==> src/rtl/psc_defs.svh <==
// Constants for the synthesizer configuration bank: offsets, fields, timing
`ifndef PSC_DEFS_SVH
`define PSC_DEFS_SVH
`define PSC_ADDR_REF 2'h0
`define PSC_ADDR_FB 2'h1
`define PSC_ADDR_FUNC 2'h2
`define PSC_ADDR_INIT 2'h3
`define PSC_WORD_W 19
`define PSC_FRAME_W 21
`define PSC_REF_PREC_BIT 18
`define PSC_REF_DIV_HI 13
`define PSC_FB_BOOST_BIT 18
`define PSC_FB_B_HI 17
`define PSC_FB_B_LO 5
`define PSC_FB_A_HI 4
`define PSC_FN_SYNC_PD 17
`define PSC_FN_TMR_HI 13
`define PSC_FN_TMR_LO 10
`define PSC_FN_TIMED 9
`define PSC_FN_BOOST_EN 7
`define PSC_FN_TRI 6
`define PSC_FN_POL 5
`define PSC_FN_LD_HI 4
`define PSC_FN_LD_LO 2
`define PSC_FN_PD_REQ 1
`define PSC_FN_CLR 0
`define PSC_FN_MASK 19'h2_3EFF
`define PSC_LOCK_IN_LO 6'd15
`define PSC_LOCK_OUT_LO 6'd3
`define PSC_LOCK_IN_HI 6'd31
`define PSC_LOCK_OUT_HI 6'd7
`define PSC_SCLK_DIV 8'h04
`define PSC_REG_CMD 2'h0
`define PSC_REG_DATA 2'h1
`define PSC_REG_STAT 2'h2
`endif

==> src/rtl/psc_pkg.sv <==
// Types shared by both ends of the synthesizer serial link
package psc_pkg;
  typedef enum logic [1:0] {
    PSC_PWR_NORMAL = 2'b00,
    PSC_PWR_PIN = 2'b01,
    PSC_PWR_ASYNC = 2'b10,
    PSC_PWR_SYNC = 2'b11
  } psc_pwr_type;
  typedef enum logic [3:0] {
    PSC_H_IDLE = 4'b0001,
    PSC_H_SHIFT = 4'b0010,
    PSC_H_LOAD = 4'b0100,
    PSC_H_DONE = 4'b1000
  } psc_hstate_type;
endpackage : psc_pkg

==> src/rtl/psc_link_if.sv <==
// Three-wire serial link plus power-down pin between host and synthesizer
`timescale 1ns/1ns
interface psc_link_if;
  logic serial_clk; // Shift clock, made by the host
  logic serial_data; // Data, MSB first
  logic load_strobe; // Rising edge commits a frame
  logic powerdown_pin_low; // Low forces power down
  modport host (output serial_clk, output serial_data, output load_strobe,
    output powerdown_pin_low);
  modport dev (input serial_clk, input serial_data, input load_strobe,
    input powerdown_pin_low);
endinterface : psc_link_if

==> src/rtl/psc_device.sv <==
// Synthesizer configuration bank: serial receiver, words, power and lock pin
// Function
// - two address bits pick one of four words
// - host holds pin low or requests powerdown first
// - words undefined until host writes each address
// - power-on: pin low, write 0,1,2, release
// - frequency change via init word then feedback
// - frequency change via counter clear and powerdown
// - frequency change via pin low around feedback
// - host writes zeros in reference bits 17:14
// - precision bit picks lock counts 15/3 or 31/7
// - reference divide 1..16383, never zero
// - host keeps compare rate at most 55 MHz
// - feedback bit 18 selects high pump current
// - programmable count bits 17:5, not 0..2
// - swallow count bits 4:0, any value
// - host keeps programmable count >= 3, >= swallow
// - function word field layout, others zero
// - pin and request bits pick power state
// - sync powerdown waits for compare signal edge
// - async powerdown on committing load strobe edge
// - boost lasts 3 plus 4 times duration cycles
// - lock pin selector output table
// - init word loads counters, tristates pump
// - counter clear holds both dividers reset
`timescale 1ns/1ns
module psc_device
  import psc_pkg::*;
(
  input wire logic clk_sys,
  input wire logic reset_n,
  psc_link_if.dev link,
  input wire logic phase_compare_frequency, // Compare-rate signal, async
  input wire logic lock_digital, // Digital lock flag from lock logic
  input wire logic lock_analog_low, // Raw phase result, low pulls pin
  input wire logic fb_div_out, // Feedback divider output
  input wire logic ref_div_out, // Reference divider output
  output logic [13:0] ref_divide, // Reference divide number
  output logic [12:0] prog_count, // Programmable count
  output logic [4:0] swallow_count, // Swallow count
  output logic [5:0] lock_in_count, // Cycles to declare lock
  output logic [5:0] lock_out_count, // Cycles to declare loss
  output logic pump_high, // High pump current active
  output logic pump_tristate, // Pump output off
  output logic pump_polarity, // Pump polarity
  output logic counters_hold, // Dividers held in reset or load state
  output logic powered_down, // All circuits off
  output psc_pwr_type power_state, // Decoded power state
  output logic lock_pin_o, // Lock pin level
  output logic lock_pin_oe, // Lock pin drive enable
  output logic switch_pin_low // Loop filter switch driven low
);
`include "psc_defs.svh"
  // Two-flop synchronisers for every link pin and the compare signal
  // All five inputs come from other domains: the host's pins, the compare rate
  // The third stage only keeps history for the edge detectors below
  logic [4:0] s1_r;
  logic [4:0] s2_r;
  logic [4:0] s3_r; // Edge history, fed only from the second stage
  wire [4:0] pins_in = {phase_compare_frequency, link.powerdown_pin_low,
    link.load_strobe, link.serial_data, link.serial_clk};
  always_ff @(posedge clk_sys or negedge reset_n) begin
    if (!reset_n) begin
      s1_r <= 5'h00;
      s2_r <= 5'h00;
      s3_r <= 5'h00;
    end else begin
      s1_r <= pins_in;
      s2_r <= s1_r;
      s3_r <= s2_r;
    end
  end
  // Edge detectors; reset values match the idle pin levels,
  // so no false edge follows reset
  wire sclk_rise = s2_r[0] & ~s3_r[0];
  wire le_rise = s2_r[2] & ~s3_r[2];
  wire pin_high = s2_r[3];
  wire pfd_flip = s2_r[4] ^ s3_r[4];
  // Shift register: last 21 bits clocked in, MSB first
  // Bits enter on each synchronised serial clock rise
  // A longer frame keeps only its last 21 bits
  // Cleared on reset so a stray strobe commits zeros
  logic [`PSC_FRAME_W-1:0] shift_r;
  always_ff @(posedge clk_sys or negedge reset_n) begin
    if (!reset_n) begin
      shift_r <= 21'h00_0000;
    end else if (sclk_rise) begin
      shift_r <= {shift_r[`PSC_FRAME_W-2:0], s2_r[1]};
    end
  end
  wire [1:0] frame_addr = shift_r[1:0];
  wire [18:0] frame_word = shift_r[`PSC_FRAME_W-1:2];
  // Word in the upper 19 bits, address in the low two
  // Address decode, only on the strobe's rising edge
  wire wr_ref = le_rise && (frame_addr == `PSC_ADDR_REF);
  wire wr_fb = le_rise && (frame_addr == `PSC_ADDR_FB);
  wire wr_fn = le_rise && (frame_addr == `PSC_ADDR_FUNC);
  wire wr_init = le_rise && (frame_addr == `PSC_ADDR_INIT);
  // Configuration words; reset to zero though the part itself is undefined
  logic [18:0] ref_r;
  logic [18:0] fb_r;
  logic [18:0] fn_r;
  // Init word shares the function layout and also loads it
  // The load state ends with the next feedback word
  logic init_hold_r; // Load state after the init word
  always_ff @(posedge clk_sys or negedge reset_n) begin
    if (!reset_n) begin
      ref_r <= 19'h0_0000;
      fb_r <= 19'h0_0000;
      fn_r <= 19'h0_0000;
      init_hold_r <= 1'b0;
    end else begin
      if (wr_ref) ref_r <= frame_word;
      if (wr_fb) fb_r <= frame_word;
      if (wr_fn || wr_init) fn_r <= frame_word & `PSC_FN_MASK;
      if (wr_init) init_hold_r <= 1'b1;
      else if (wr_fb) init_hold_r <= 1'b0;
    end
  end
  // Field extraction
  // Unused function bits were already masked off on write
  wire [3:0] tmr_fld = fn_r[`PSC_FN_TMR_HI:`PSC_FN_TMR_LO];
  wire [2:0] ld_sel = fn_r[`PSC_FN_LD_HI:`PSC_FN_LD_LO];
  wire boost_feature_enable = fn_r[`PSC_FN_BOOST_EN];
  wire timed_boost_select = fn_r[`PSC_FN_TIMED];
  wire powerdown_request = fn_r[`PSC_FN_PD_REQ];
  wire sync_powerdown_select = fn_r[`PSC_FN_SYNC_PD];
  // Counts feed the divider datapath outside this block
  // Lock counts come in fixed pairs, chosen by one bit
  // Zero is kept as stored; the host must never write it
  assign ref_divide = ref_r[`PSC_REF_DIV_HI:0];
  assign prog_count = fb_r[`PSC_FB_B_HI:`PSC_FB_B_LO];
  assign swallow_count = fb_r[`PSC_FB_A_HI:0];
  assign lock_in_count = ref_r[`PSC_REF_PREC_BIT] ? `PSC_LOCK_IN_HI
    : `PSC_LOCK_IN_LO;
  assign lock_out_count = ref_r[`PSC_REF_PREC_BIT] ? `PSC_LOCK_OUT_HI
    : `PSC_LOCK_OUT_LO;
  // Power state decode
  // Pin low wins over any register setting
  wire [1:0] req_state = !powerdown_request ? 2'b00
    : (sync_powerdown_select ? 2'b11 : 2'b10);
  assign power_state = !pin_high ? PSC_PWR_PIN : psc_pwr_type'(req_state);
  // Power-down flop: async mode acts on the committing strobe edge itself
  // Sync mode waits for any level change of the compare signal
  // Trade-off: that change is seen two cycles late, after the synchroniser
  // Reset starts powered down, like a part with its pin held low
  logic pd_r;
  wire pd_async_now = wr_fn && frame_word[`PSC_FN_PD_REQ]
    && !frame_word[`PSC_FN_SYNC_PD];
  wire pd_sync_now = (power_state == PSC_PWR_SYNC) && pfd_flip;
  always_ff @(posedge clk_sys or negedge reset_n) begin
    if (!reset_n) begin
      pd_r <= 1'b1;
    end else if (!pin_high) begin
      pd_r <= 1'b1;
    end else if (pd_async_now || pd_sync_now || power_state == PSC_PWR_ASYNC) begin
      pd_r <= 1'b1;
    end else if (power_state == PSC_PWR_NORMAL) begin
      pd_r <= 1'b0;
    end
  end
  assign powered_down = pd_r || !pin_high;
  // Fast-lock boost timer in compare cycles: 3 + 4 * duration
  // Only rising compare edges count as cycles
  // A new feedback word restarts the timer; expiry clears the gain bit
  // Without timed mode the boost stays until software clears it
  logic [5:0] boost_cnt_r;
  logic boost_r; // Pump gain bit, cleared by timer expiry
  wire [5:0] boost_len = {tmr_fld, 2'b11};
  wire cmp_tick = pfd_flip && s2_r[4];
  always_ff @(posedge clk_sys or negedge reset_n) begin
    if (!reset_n) begin
      boost_cnt_r <= 6'h00;
      boost_r <= 1'b0;
    end else if (wr_fb || wr_init) begin
      boost_r <= wr_fb & frame_word[`PSC_FB_BOOST_BIT];
      boost_cnt_r <= 6'h00;
    end else if (boost_r && boost_feature_enable && timed_boost_select
        && cmp_tick) begin
      if (boost_cnt_r == boost_len - 6'h01) begin
        boost_r <= 1'b0;
      end else begin
        boost_cnt_r <= boost_cnt_r + 6'h01;
      end
    end
  end
  assign pump_high = boost_r;
  // Switch pin follows the gain bit while boost is enabled,
  // otherwise it shows the timed select bit, inverted
  assign switch_pin_low = boost_feature_enable ? boost_r : !timed_boost_select;
  assign pump_tristate = fn_r[`PSC_FN_TRI] || init_hold_r;
  assign pump_polarity = fn_r[`PSC_FN_POL];
  // Counters stay held while the init load state lasts
  assign counters_hold = fn_r[`PSC_FN_CLR] || init_hold_r;
  // Lock pin selector; analog mode is open drain
  // Open drain: released while the raw phase result is high
  // Codes 110 and 111 fall to the default low level
  always_comb begin
    lock_pin_o = 1'b0;
    lock_pin_oe = 1'b1;
    case (ld_sel)
      3'b001: lock_pin_o = lock_digital;
      3'b010: lock_pin_o = fb_div_out;
      3'b011: lock_pin_o = 1'b1;
      3'b100: lock_pin_o = ref_div_out;
      3'b101: lock_pin_oe = !lock_analog_low;
      default: lock_pin_o = 1'b0;
    endcase
  end
endmodule : psc_device

==> src/flat_wrapper.sv <==
// flat-port wrapper written by rule: the top's interface ports become plain ports
module psc_device_flat import psc_pkg::*;
  (clk_sys, reset_n, phase_compare_frequency, lock_digital, lock_analog_low, fb_div_out, ref_div_out, ref_divide, prog_count, swallow_count, lock_in_count, lock_out_count, pump_high, pump_tristate, pump_polarity, counters_hold, powered_down, power_state, lock_pin_o, lock_pin_oe, switch_pin_low, link_serial_clk, link_serial_data, link_load_strobe, link_powerdown_pin_low);
  psc_link_if link_i ();
  input wire logic clk_sys;
  input wire logic reset_n;
  input wire logic phase_compare_frequency;
  input wire logic lock_digital;
  input wire logic lock_analog_low;
  input wire logic fb_div_out;
  input wire logic ref_div_out;
  output logic [13:0] ref_divide;
  output logic [12:0] prog_count;
  output logic [4:0] swallow_count;
  output logic [5:0] lock_in_count;
  output logic [5:0] lock_out_count;
  output logic pump_high;
  output logic pump_tristate;
  output logic pump_polarity;
  output logic counters_hold;
  output logic powered_down;
  output psc_pwr_type power_state;
  output logic lock_pin_o;
  output logic lock_pin_oe;
  output logic switch_pin_low;
  input wire logic [$bits(link_i.serial_clk)-1:0] link_serial_clk;
  input wire logic [$bits(link_i.serial_data)-1:0] link_serial_data;
  input wire logic [$bits(link_i.load_strobe)-1:0] link_load_strobe;
  input wire logic [$bits(link_i.powerdown_pin_low)-1:0] link_powerdown_pin_low;
  assign link_i.serial_clk = link_serial_clk;
  assign link_i.serial_data = link_serial_data;
  assign link_i.load_strobe = link_load_strobe;
  assign link_i.powerdown_pin_low = link_powerdown_pin_low;
  psc_device u_core (.clk_sys(clk_sys), .reset_n(reset_n), .link(link_i), .phase_compare_frequency(phase_compare_frequency), .lock_digital(lock_digital), .lock_analog_low(lock_analog_low), .fb_div_out(fb_div_out), .ref_div_out(ref_div_out), .ref_divide(ref_divide), .prog_count(prog_count), .swallow_count(swallow_count), .lock_in_count(lock_in_count), .lock_out_count(lock_out_count), .pump_high(pump_high), .pump_tristate(pump_tristate), .pump_polarity(pump_polarity), .counters_hold(counters_hold), .powered_down(powered_down), .power_state(power_state), .lock_pin_o(lock_pin_o), .lock_pin_oe(lock_pin_oe), .switch_pin_low(switch_pin_low));
endmodule
==> config.mk <==
export PLATFORM = sky130hd
export DESIGN_NAME = psc_device_flat
export DESIGN_NICKNAME = d
export VERILOG_FILES = /design/src/rtl/psc_pkg.sv /design/src/rtl/psc_link_if.sv /design/src/rtl/psc_device.sv /design/src/flat_wrapper.sv
export VERILOG_INCLUDE_DIRS = /design/src /design/src/rtl
export SDC_FILE = /design/constraint.sdc
export NUM_CORES = 1
export LEC_CHECK = 0
export BUFFER_PORTS_ARGS = -buffer_cell sky130_fd_sc_hd__buf_2
export CORE_MARGIN = 4
export CORE_UTILIZATION = 43
export DETAILED_ROUTE_END_ITERATION = 8
export GPL_TIMING_DRIVEN = 0
export SYNTH_ARGS = -nofsm -noshare
export SYNTH_HDL_FRONTEND = slang
export SYNTH_SLANG_ARGS = --single-unit
==> constraint.sdc <==
create_clock -name clk_sys -period 3.39 [get_ports clk_sys]
set_input_delay 0 -clock clk_sys [delete_from_list [all_inputs] [get_ports clk_sys]]
set_output_delay 0 -clock clk_sys [all_outputs]
set_load 0.02 [all_outputs]
==> run_results.csv, run 1 <==
group,metric,value,unit
routing,first_iter_violations,65,
timing,setup_viol,0,
routing,drc,0,
clock_tree,clock_latency,350,ps
timing,max_freq,555,MHz
routing,wl_per_cell,14.7,um
worst_setup_path,worstSetupStartpointType,"register",
worst_setup_path,worstPathMaxFanout,10,
final_layout,syn_to_final_growth,19.7,%
worst_setup_path,crit_cells,3,
global_route,grt_pass1_wl,10900,um
clock_tree,post-cts-setup-buffer-count,0,
clock_tree,cts_root_buf,"clkbuf_8",
floorplanning,start_util,0.442,
min_path,min_path_type,"in2async",
logic_synthesis,avgSynthCellArea,14.7,um2
power,power_density,718,nW/um2
final_layout,drive_gt1_frac,0.491,
placed_design,hpwl,4460,um
logic_synthesis,synthCells,245,
global_route,grt_start_max_net_pins,56,
timing,fin_setup_tns,0,ps
final_layout,final_core_util,0.529,
worst_setup_path,r2r_start,"u_core.s3_r[2]",
logic_synthesis,ys_warn_count,0,
routing,ant_nets,0,
final_layout,antenna_cells,0,
global_route,globalRoute.totalOverflow,0,
routing,drt-vias-per-instance,4.92,
power,p_leak,2.14,nW
floorplanning,die_area,9930,um2
clock_tree,cts_max_path_buffers,2,
global_route,antenna_found_initial,0,
worst_setup_path,worst-setup-path-type,"reg2reg",
worst_setup_path,arrival,2030,ps
placed_design,port_buffers,54,
worst_setup_path,cp_slowest_cell,"nor4b_4",
logic_synthesis,synth_cell_types,39,
worst_setup_path,crit_buf_inv,1,
logic_synthesis,ys.flop_type,"dfrtp_1",
routing,dr.pass1.iters,4,
global_route,grt_pass1_vias,2166,
logic_synthesis,synth-seq-area-share,0.624,
worst_setup_path,worstRegToRegCells,3,
routing,dr_total_vias,2140,
worst_setup_path,rrSetupSlack,1590,ps
worst_setup_path,end_kind,"register",
flow_run,maxCapViolations,0,
timing,skew,11.6,ps
clock_tree,cts_max_level,3,
timing,relSlewSlack,0.582,
worst_setup_path,worstPathRequired,3620,ps
clock_tree,cts-resized-gates,0,
floorplanning,core_area,8180,um2
clock_tree,clk_pin_slew_worst_paths,80,ps
routing,wl,6380,um
clock_tree,ctsHoldBuffers,6,
logic_synthesis,synth_seq_cells,90,
timing,finalMaxSlewViolations,0,
clock_tree,cts_tree,"yes",
placed_design,gp_congestion,0.753,
clock_tree,cts_buffers,9,
floorplanning,io_pins,65,
timing,setup_slack,1590,ps
logic_synthesis,synth_edf_count,0,
floorplanning,num_rows,33,
logic_synthesis,netlist_area,3610,um2
power,ir_drop,408,uV
status,outcome,"finished clean",
timing,fin_crit_sh,0.531,
placed_design,dpl_worst_slack,1530,ps
final_layout,fin_nets,339,
timing,period_minus_slack,1800,ps
floorplanning,die_h,99.7,um
clock_tree,clock_sinks,90,
worst_setup_path,critPathCapture,"u_core.ref_r[12]",
worst_setup_path,crit_start,"u_core.s3_r[2]",
logic_synthesis,async_flop_share,1.00,
floorplanning,die_x,99.7,um
worst_setup_path,worstPathCellList,"nor4b_4 > buf_2 > mux2_2",
timing,tightest_slew,628,ps
timing,grt_setup_unrepaired,"no",
worst_setup_path,max_stage_delay,520,ps
timing,finalHoldViolations,0,
worst_setup_path,critPathTopFamily,"simple AND/OR/NAND/NOR gates",
global_route,grt_usage,0.140,
worst_setup_path,rr_endpoint,"u_core.ref_r[12]",
-- registers in the layout (all words and copies together), names as in the netlist --
name,count
u_core.shift_r,21
u_core.s2_r,5
u_core.pump_high,1
u_core.ref_r,15
u_core.fb_r,18
u_core.boost_cnt_r,6
u_core.fn_r,14
u_core.init_hold_r,1
u_core.pd_r,1
u_core.s3_r,3
u_core.s1_r,5
-- final cells by class --
class	instances	area [um2]
timing repair buffer	61	360
clock buffer	12	155
multi-input combinational	141	1260
inverter	4	15.0
tap	105	131
buffer	18	115
clock inverter	4	33.8
fill	740	3850
sequential	90	2250
-- placed cells by master (no fill, tap or decap), types with 2 or more instances in the layout --
cell / instances
mux2_2: 67
ha_1: 3
o21ai_0: 3
clkbuf_1: 2
nand2_1: 11
nor2_1: 2
dfrtp_1: 89
buf_2: 58
nand3b_1: 3
nor2b_1: 2
buf_4: 12
mux2i_1: 4
conb_1: 10
nand3_1: 3
clkbuf_8: 11
nand2b_1: 3
clkinv_4: 2
or2_2: 2
a21oi_1: 6
xnor2_1: 4
inv_1: 4
dlygate4sd3_1: 6
-- layer usage --
metal / global-route usage / routed length (um) / up-vias
li1: - / - / 1002
met1: 0.184 / 3000 / 1085
met2: 0.221 / 3000 / 49
met3: 0.0519 / 326 / 4
met4: 0.0347 / 48 / 0
met5: 0 / 0 / -
-- Yosys cell counts, types with 2 or more instances --
library cell  number  share of area
nor2_1             2         0.0021
mux2_2            67           0.21
nand2b_1           3         0.0052
nand3b_1           3         0.0062
dfrtp_1           89           0.62
ha_1               3          0.010
buf_2              5         0.0069
mux2i_1            4          0.011
a21oi_1            6         0.0083
buf_4             11          0.023
inv_1              4         0.0042
nor2b_1            2         0.0035
or2_2              2         0.0035
o21ai_0            3         0.0042
nand2_1           11          0.011
nand3_1            3         0.0042
conb_1             2         0.0021
xnor2_1            4         0.0097
-- power breakdown --
part           total, W  internal (W)  switching, W  leakage [nW]
clock          0.000682      0.000312      0.000369        0.0932
combinational  0.000836      0.000404      0.000432         0.893
sequential      0.00159       0.00137      0.000221          1.16
-- worst min-delay path by stage --
| stage | start | slack, ps | cells past startpoint | to |
|---|---|---|---|---|
| after global routing | reset_n | 170 | 2 | u_core.ref_r[11] |
| after global placement | link_serial_clk | 110 | 1 | u_core.s1_r[0] |
| after CTS | reset_n | 160 | 2 | u_core.shift_r[15] |
| after detailed placement | reset_n | -3 | 1 | u_core.boost_cnt_r[1] |
| after floorplan | reset_n | -300 | 0 | u_core.boost_cnt_r[0] |
| final | reset_n | 160 | 2 | u_core.boost_cnt_r[1] |
-- cells by family (layout without fill, tap and decap cells) --
family,after synthesis,after routing,share of synthesized area
muxes,72,72,0.223
adders and majority gates,3,3,0.0104
buffers and inverters,22,99,0.0360
DFF,90,90,0.624
AOI/OAI and AO/OA,14,14,0.0242
other,2,10,0.00208
xor gates and xnor gates,4,4,0.00969
and+or+nand+nor,38,38,0.0710
-- stage by stage --
step                      power [W]  std cells  instance area [um2]  hold slack, ps
after floorplan             0.00214        253                 3640            -296
after global placement      0.00243        412                 4050             108
after detailed placement    0.00246        413                 4080           -2.62
after CTS                   0.00315        435                 4320             156
after global routing        0.00331        435                 4320             166
final                       0.00311        435                 4320             159
Note: power is estimated with default switching activity, not from simulation.
==> run 2, diff against run 1 <==
PLACE_DENSITY = 0.67   (was unset)
clock period = 1.5 ns   (was 3.39 ns; I/O delays follow)
==> run_results.csv, run 2 (synthesized netlist as in run 1, its figures left out) <==
group,metric,value,unit
placed_design,port_buffers,54,
floorplanning,die_x,99.7,um
worst_setup_path,cp_slowest_cell,"or4_1",
worst_setup_path,critPathTopFamily,"simple AND/OR/NAND/NOR gates",
min_path,min_path_type,"in2async",
power,p_leak,2.20,nW
worst_setup_path,worst-setup-path-type,"reg2reg",
final_layout,top_regs,"u_core.shift_r x21, u_core.fb_r x18, u_core.ref_r x15",
floorplanning,die_area,9930,um2
clock_tree,cts_max_level,3,
floorplanning,die_h,99.7,um
worst_setup_path,rr_endpoint,"u_core.boost_cnt_r[5]",
timing,skew,9.86,ps
timing,grt_setup_unrepaired,"yes",
worst_setup_path,worstPathRequired,1770,ps
worst_setup_path,end_kind,"register",
floorplanning,io_pins,65,
global_route,grt_pass1_wl,10700,um
power,power_density,1610,nW/um2
clock_tree,cts_tree,"yes",
final_layout,drive_gt1_frac,0.537,
power,ir_drop,1090,uV
timing,setup_slack,-100,ps
worst_setup_path,worstSetupStartpointType,"register",
flow_run,maxCapViolations,0,
power,power,0.00718,W
worst_setup_path,rrSetupSlack,-100,ps
clock_tree,clk_pin_slew_worst_paths,90,ps
worst_setup_path,crit_cells,5,
global_route,grt_pass1_vias,2187,
timing,max_freq,625,MHz
timing,finalMaxSlewViolations,0,
timing,setup_viol,2,
worst_setup_path,arrival,1870,ps
routing,dr_total_vias,2169,
floorplanning,core_area,8180,um2
clock_tree,cts_buffers,9,
worst_setup_path,worstRegToRegCells,5,
final_layout,top_register,"u_core.shift_r",
clock_tree,cts_max_path_buffers,2,
status,violations,"setup timing",
global_route,grt_usage,0.137,
clock_tree,clock_sinks,90,
final_layout,fin_nets,346,
floorplanning,start_util,0.442,
status,outcome,"complete, but fails checks",
timing,period_minus_slack,1600,ps
placed_design,gp_congestion,0.811,
timing,holdWs,141,ps
final_layout,antenna_cells,0,
worst_setup_path,worstPathMaxFanout,4,
worst_setup_path,worstPathCellList,"ha_2 > nand2_1 > and4b_4 > or4_1 > a21oi_1",
final_layout,syn_to_final_growth,23.8,%
global_route,grt_start_max_net_pins,57,
routing,drc,0,
clock_tree,cts_root_buf,"clkbuf_8",
final_layout,largest_reg_flops,21,
timing,finalHoldViolations,0,
placed_design,hpwl,4430,um
routing,dr.pass1.iters,4,
final_layout,layout_commonest_cell,"dfrtp_1",
global_route,antenna_found_initial,0,
routing,wl_per_cell,14.9,um
floorplanning,num_rows,33,
final_layout,final_cell_mix,"84 x dfrtp_1, 63 x mux2_2, 54 x buf_2",
worst_setup_path,crit_buf_inv,0,
clock_tree,clock_latency,350,ps
routing,drt-vias-per-instance,4.91,
timing,fin_crit_sh,1.07,
global_route,globalRoute.totalOverflow,0,
worst_setup_path,max_stage_delay,500,ps
placed_design,dpl_worst_slack,-221,ps
routing,ant_nets,0,
routing,first_iter_violations,84,
worst_setup_path,r2r_start,"u_core.boost_cnt_r[1]",
routing,wl,6580,um
run 2: where the power goes:
part           switching [W]  internal (W)
sequential          0.000504       0.00309
combinational       0.000994      0.000973
clock               0.000839      0.000781
total                0.00234       0.00485
run 2: how the worst max path moves through the flow:
stage                                  endpoint                   from  slack, ps
after global routing      u_core.boost_cnt_r[5]  u_core.boost_cnt_r[1]       -180
after CTS                 u_core.boost_cnt_r[5]         u_core.s3_r[4]       -100
after detailed placement        u_core.ref_r[5]      u_core.shift_r[1]       -220
after global placement         u_core.pump_high                reset_n       -490
final                     u_core.boost_cnt_r[5]  u_core.boost_cnt_r[1]       -100
after floorplan           u_core.boost_cnt_r[5]  u_core.boost_cnt_r[0]        -20
run 2: area by class of cell:
| type | instances | area (um2) |
|---|---|---|
| inverter | 4 | 15.0 |
| buffer | 18 | 141 |
| clock buffer | 11 | 131 |
| fill | 697 | 3700 |
| sequential | 90 | 2260 |
| timing repair buffer | 68 | 420 |
| clock inverter | 5 | 62.6 |
| tap | 105 | 131 |
| multi-input combinational | 141 | 1310 |
run 2: per-stage QoR:
| stage | util | instance area (um2) | cells | TNS (ps) |
|---|---|---|---|---|
| global placement | 0.497 | 4060 | 412 | -33470 |
| global route | 0.547 | 4470 | 442 | -414 |
| finish | 0.547 | 4470 | 442 | -121 |
| floorplan | - | 3660 | 253 | -22.9 |
| CTS | 0.535 | 4370 | 437 | -103 |
| detailed placement | 0.500 | 4090 | 413 | -4910 |
run 2: per-layer routing:
layer | track usage | routed length, um | vias to the layer above
met5 | 0 | 0 | -
met2 | 0.211 | 3120 | 54
met1 | 0.182 | 3000 | 1092
met4 | 0.0441 | 77 | 0
met3 | 0.0449 | 385 | 8
li1 | - | - | 1015
run 2: worst register-to-register path: stages (launching register included):
cell,delay [ps]
dfrtp_2,450
ha_2,190
nand2_1,50
and4b_4,210
or4_1,500
a21oi_1,130
run 2: repair_timing:
| item | in CTS | in global routing |
|---|---|---|
| hold buffers | 6 | 0 |
| resized for setup | 5 | 20 |
| pin swaps | 2 | 2 |
| hold endpoints to repair | 39 | 0 |
| endpoints found under the setup margin | 65 | 31 |
| buffers inserted | 2 | 4 |
| gates cloned | 0 | 1 |
==> run 3, diff against run 2 <==
GPL_ROUTABILITY_DRIVEN = 0   (was unset)
PLACE_DENSITY = unset   (was 0.67)
PLACE_DENSITY_LB_ADDON = 0.2   (was unset)
SKIP_CTS_REPAIR_TIMING = 1   (was unset)
==> run_results.csv, run 3 (synthesized netlist as in run 1, its figures left out) <==
group,metric,value,unit
timing,finalHoldViolations,0,
final_layout,top_regs,"u_core.shift_r x21, u_core.fb_r x18, u_core.ref_r x15",
final_layout,top_register,"u_core.shift_r",
routing,wl,6690,um
worst_setup_path,r2r_start,"u_core.boost_cnt_r[1]",
clock_tree,cts_max_level,3,
power,p_clk_frac,0.251,
floorplanning,io_pins,65,
power,ir_drop,785,uV
global_route,globalRoute.totalOverflow,0,
routing,ant_nets,0,
final_layout,largest_reg_flops,21,
power,combPwrFrac,0.269,
worst_setup_path,arrival,1880,ps
status,violations,"setup timing",
timing,setup_viol,12,
timing,fin_crit_sh,1.07,
worst_setup_path,worstPathRequired,1770,ps
final_layout,final_core_util,0.557,
routing,dr.pass1.iters,4,
flow_run,maxCapViolations,0,
global_route,grt_start_max_net_pins,64,
placed_design,port_buffers,54,
timing,max_freq,623,MHz
power,p_leak,2.25,nW
global_route,antenna_found_initial,0,
timing,setup_slack,-106,ps
worst_setup_path,worstPathCellList,"ha_2 > nand2_1 > and4b_4 > or4_1 > a21oi_1",
worst_setup_path,worstPathMaxFanout,4,
worst_setup_path,crit_start,"u_core.boost_cnt_r[1]",
status,outcome,"complete, but fails checks",
routing,drc,0,
timing,skew,11.4,ps
power,p_int,0.00515,W
worst_setup_path,cp_slowest_cell,"or4_1",
floorplanning,start_util,0.442,
final_layout,layout_commonest_cell,"dfrtp_1",
min_path,min_path_type,"in2async",
placed_design,dp_cells,413,
final_layout,drive_gt1_frac,0.540,
clock_tree,cts_max_path_buffers,2,
power,swShare,0.316,
floorplanning,die_h,99.7,um
timing,holdWs,109,ps
clock_tree,clk_pin_slew_worst_paths,90,ps
clock_tree,cts_tree,"yes",
timing,period_minus_slack,1610,ps
global_route,grt_usage,0.140,
final_layout,fill_cells,682,
timing,finalMaxSlewViolations,0,
clock_tree,cts_root_buf,"clkbuf_8",
worst_setup_path,critPathTopFamily,"simple AND/OR/NAND/NOR gates",
routing,wl_per_cell,15.0,um
placed_design,hpwl,4370,um
final_layout,multi_input_area,1320,um2
clock_tree,clock_sinks,90,
clock_tree,clock_latency,350,ps
floorplanning,num_rows,33,
worst_setup_path,worstSetupStartpointType,"register",
power,seq_power_share,0.480,
final_layout,fin_nets,350,
final_layout,syn_to_final_growth,26.1,%
routing,drt-vias-per-instance,4.81,
worst_setup_path,worst-setup-path-type,"reg2reg",
worst_setup_path,max_stage_delay,500,ps
final_layout,seq_area,2260,um2
final_layout,fin_cells,446,
timing,grt_setup_unrepaired,"yes",
global_route,grt_pass1_wl,11000,um
timing,fin_setup_tns,-325,ps
clock_tree,cts_buffers,9,
floorplanning,die_area,9930,um2
floorplanning,core_area,8180,um2
final_layout,final_cell_mix,"85 x dfrtp_1, 58 x mux2_2, 53 x buf_2",
routing,first_iter_violations,96,
worst_setup_path,crit_buf_inv,0,
power,netSwitchingPower,0.00237,W
floorplanning,die_x,99.7,um
final_layout,antenna_cells,0,
global_route,grt_pass1_vias,2154,
worst_setup_path,end_kind,"register",
routing,dr_total_vias,2146,
power,power_density,1650,nW/um2
[run 3: area by class of cell]
cell class	count	share of cell area
buffer	18	0.0327
clock buffer	11	0.0332
timing repair buffer	72	0.0988
clock inverter	5	0.0187
sequential	90	0.496
tap	105	0.0288
multi-input combinational	141	0.289
inverter	4	0.00329
[run 3: power by group through the flow]
stage          Combinational [W]  Clock (W)  Sequential, W
2_1_floorplan           0.000942          0        0.00390
3_3_place_gp             0.00187          0        0.00363
3_5_place_dp             0.00191          0        0.00366
4_1_cts                  0.00192    0.00194        0.00362
5_1_grt                  0.00219    0.00206        0.00373
6_report                 0.00202    0.00189        0.00361
[run 3: worst paths after layout]
kind	depth (start not counted)	slack (ps)	to
worst max-delay path	5	-110	u_core.boost_cnt_r[5]
worst min-delay path	2	110	u_core.fb_r[13]
worst max register to register	5	-110	u_core.boost_cnt_r[5]
worst min register to register	0	360	u_core.s2_r[1]
max in group asynchronous	3	730	u_core.pd_r
min in group clk_sys	2	290	u_core.s1_r[2]
[run 3: per-stage QoR]
stage | worst slack (ps) | cell area (um2) | total power, W
2_1_floorplan | -22.9 | 3660 | 0.00484
3_3_place_gp | -536 | 4060 | 0.00549
3_5_place_dp | -250 | 4090 | 0.00557
4_1_cts | -250 | 4330 | 0.00748
5_1_grt | -195 | 4560 | 0.00799
6_report | -106 | 4560 | 0.00752
[run 3: worst reg2reg max path: stages, from the launching register on]
cell     delay [ps]
dfrtp_1         440
ha_2            200
nand2_1          50
and4b_4         200
or4_1           500
a21oi_1         130
[run 3: layer usage]
metal  wire length [um]  global-route usage
met5                  0                   0
met4                 68              0.0378
met3                323              0.0463
met2               3100               0.219
met1               3200               0.189
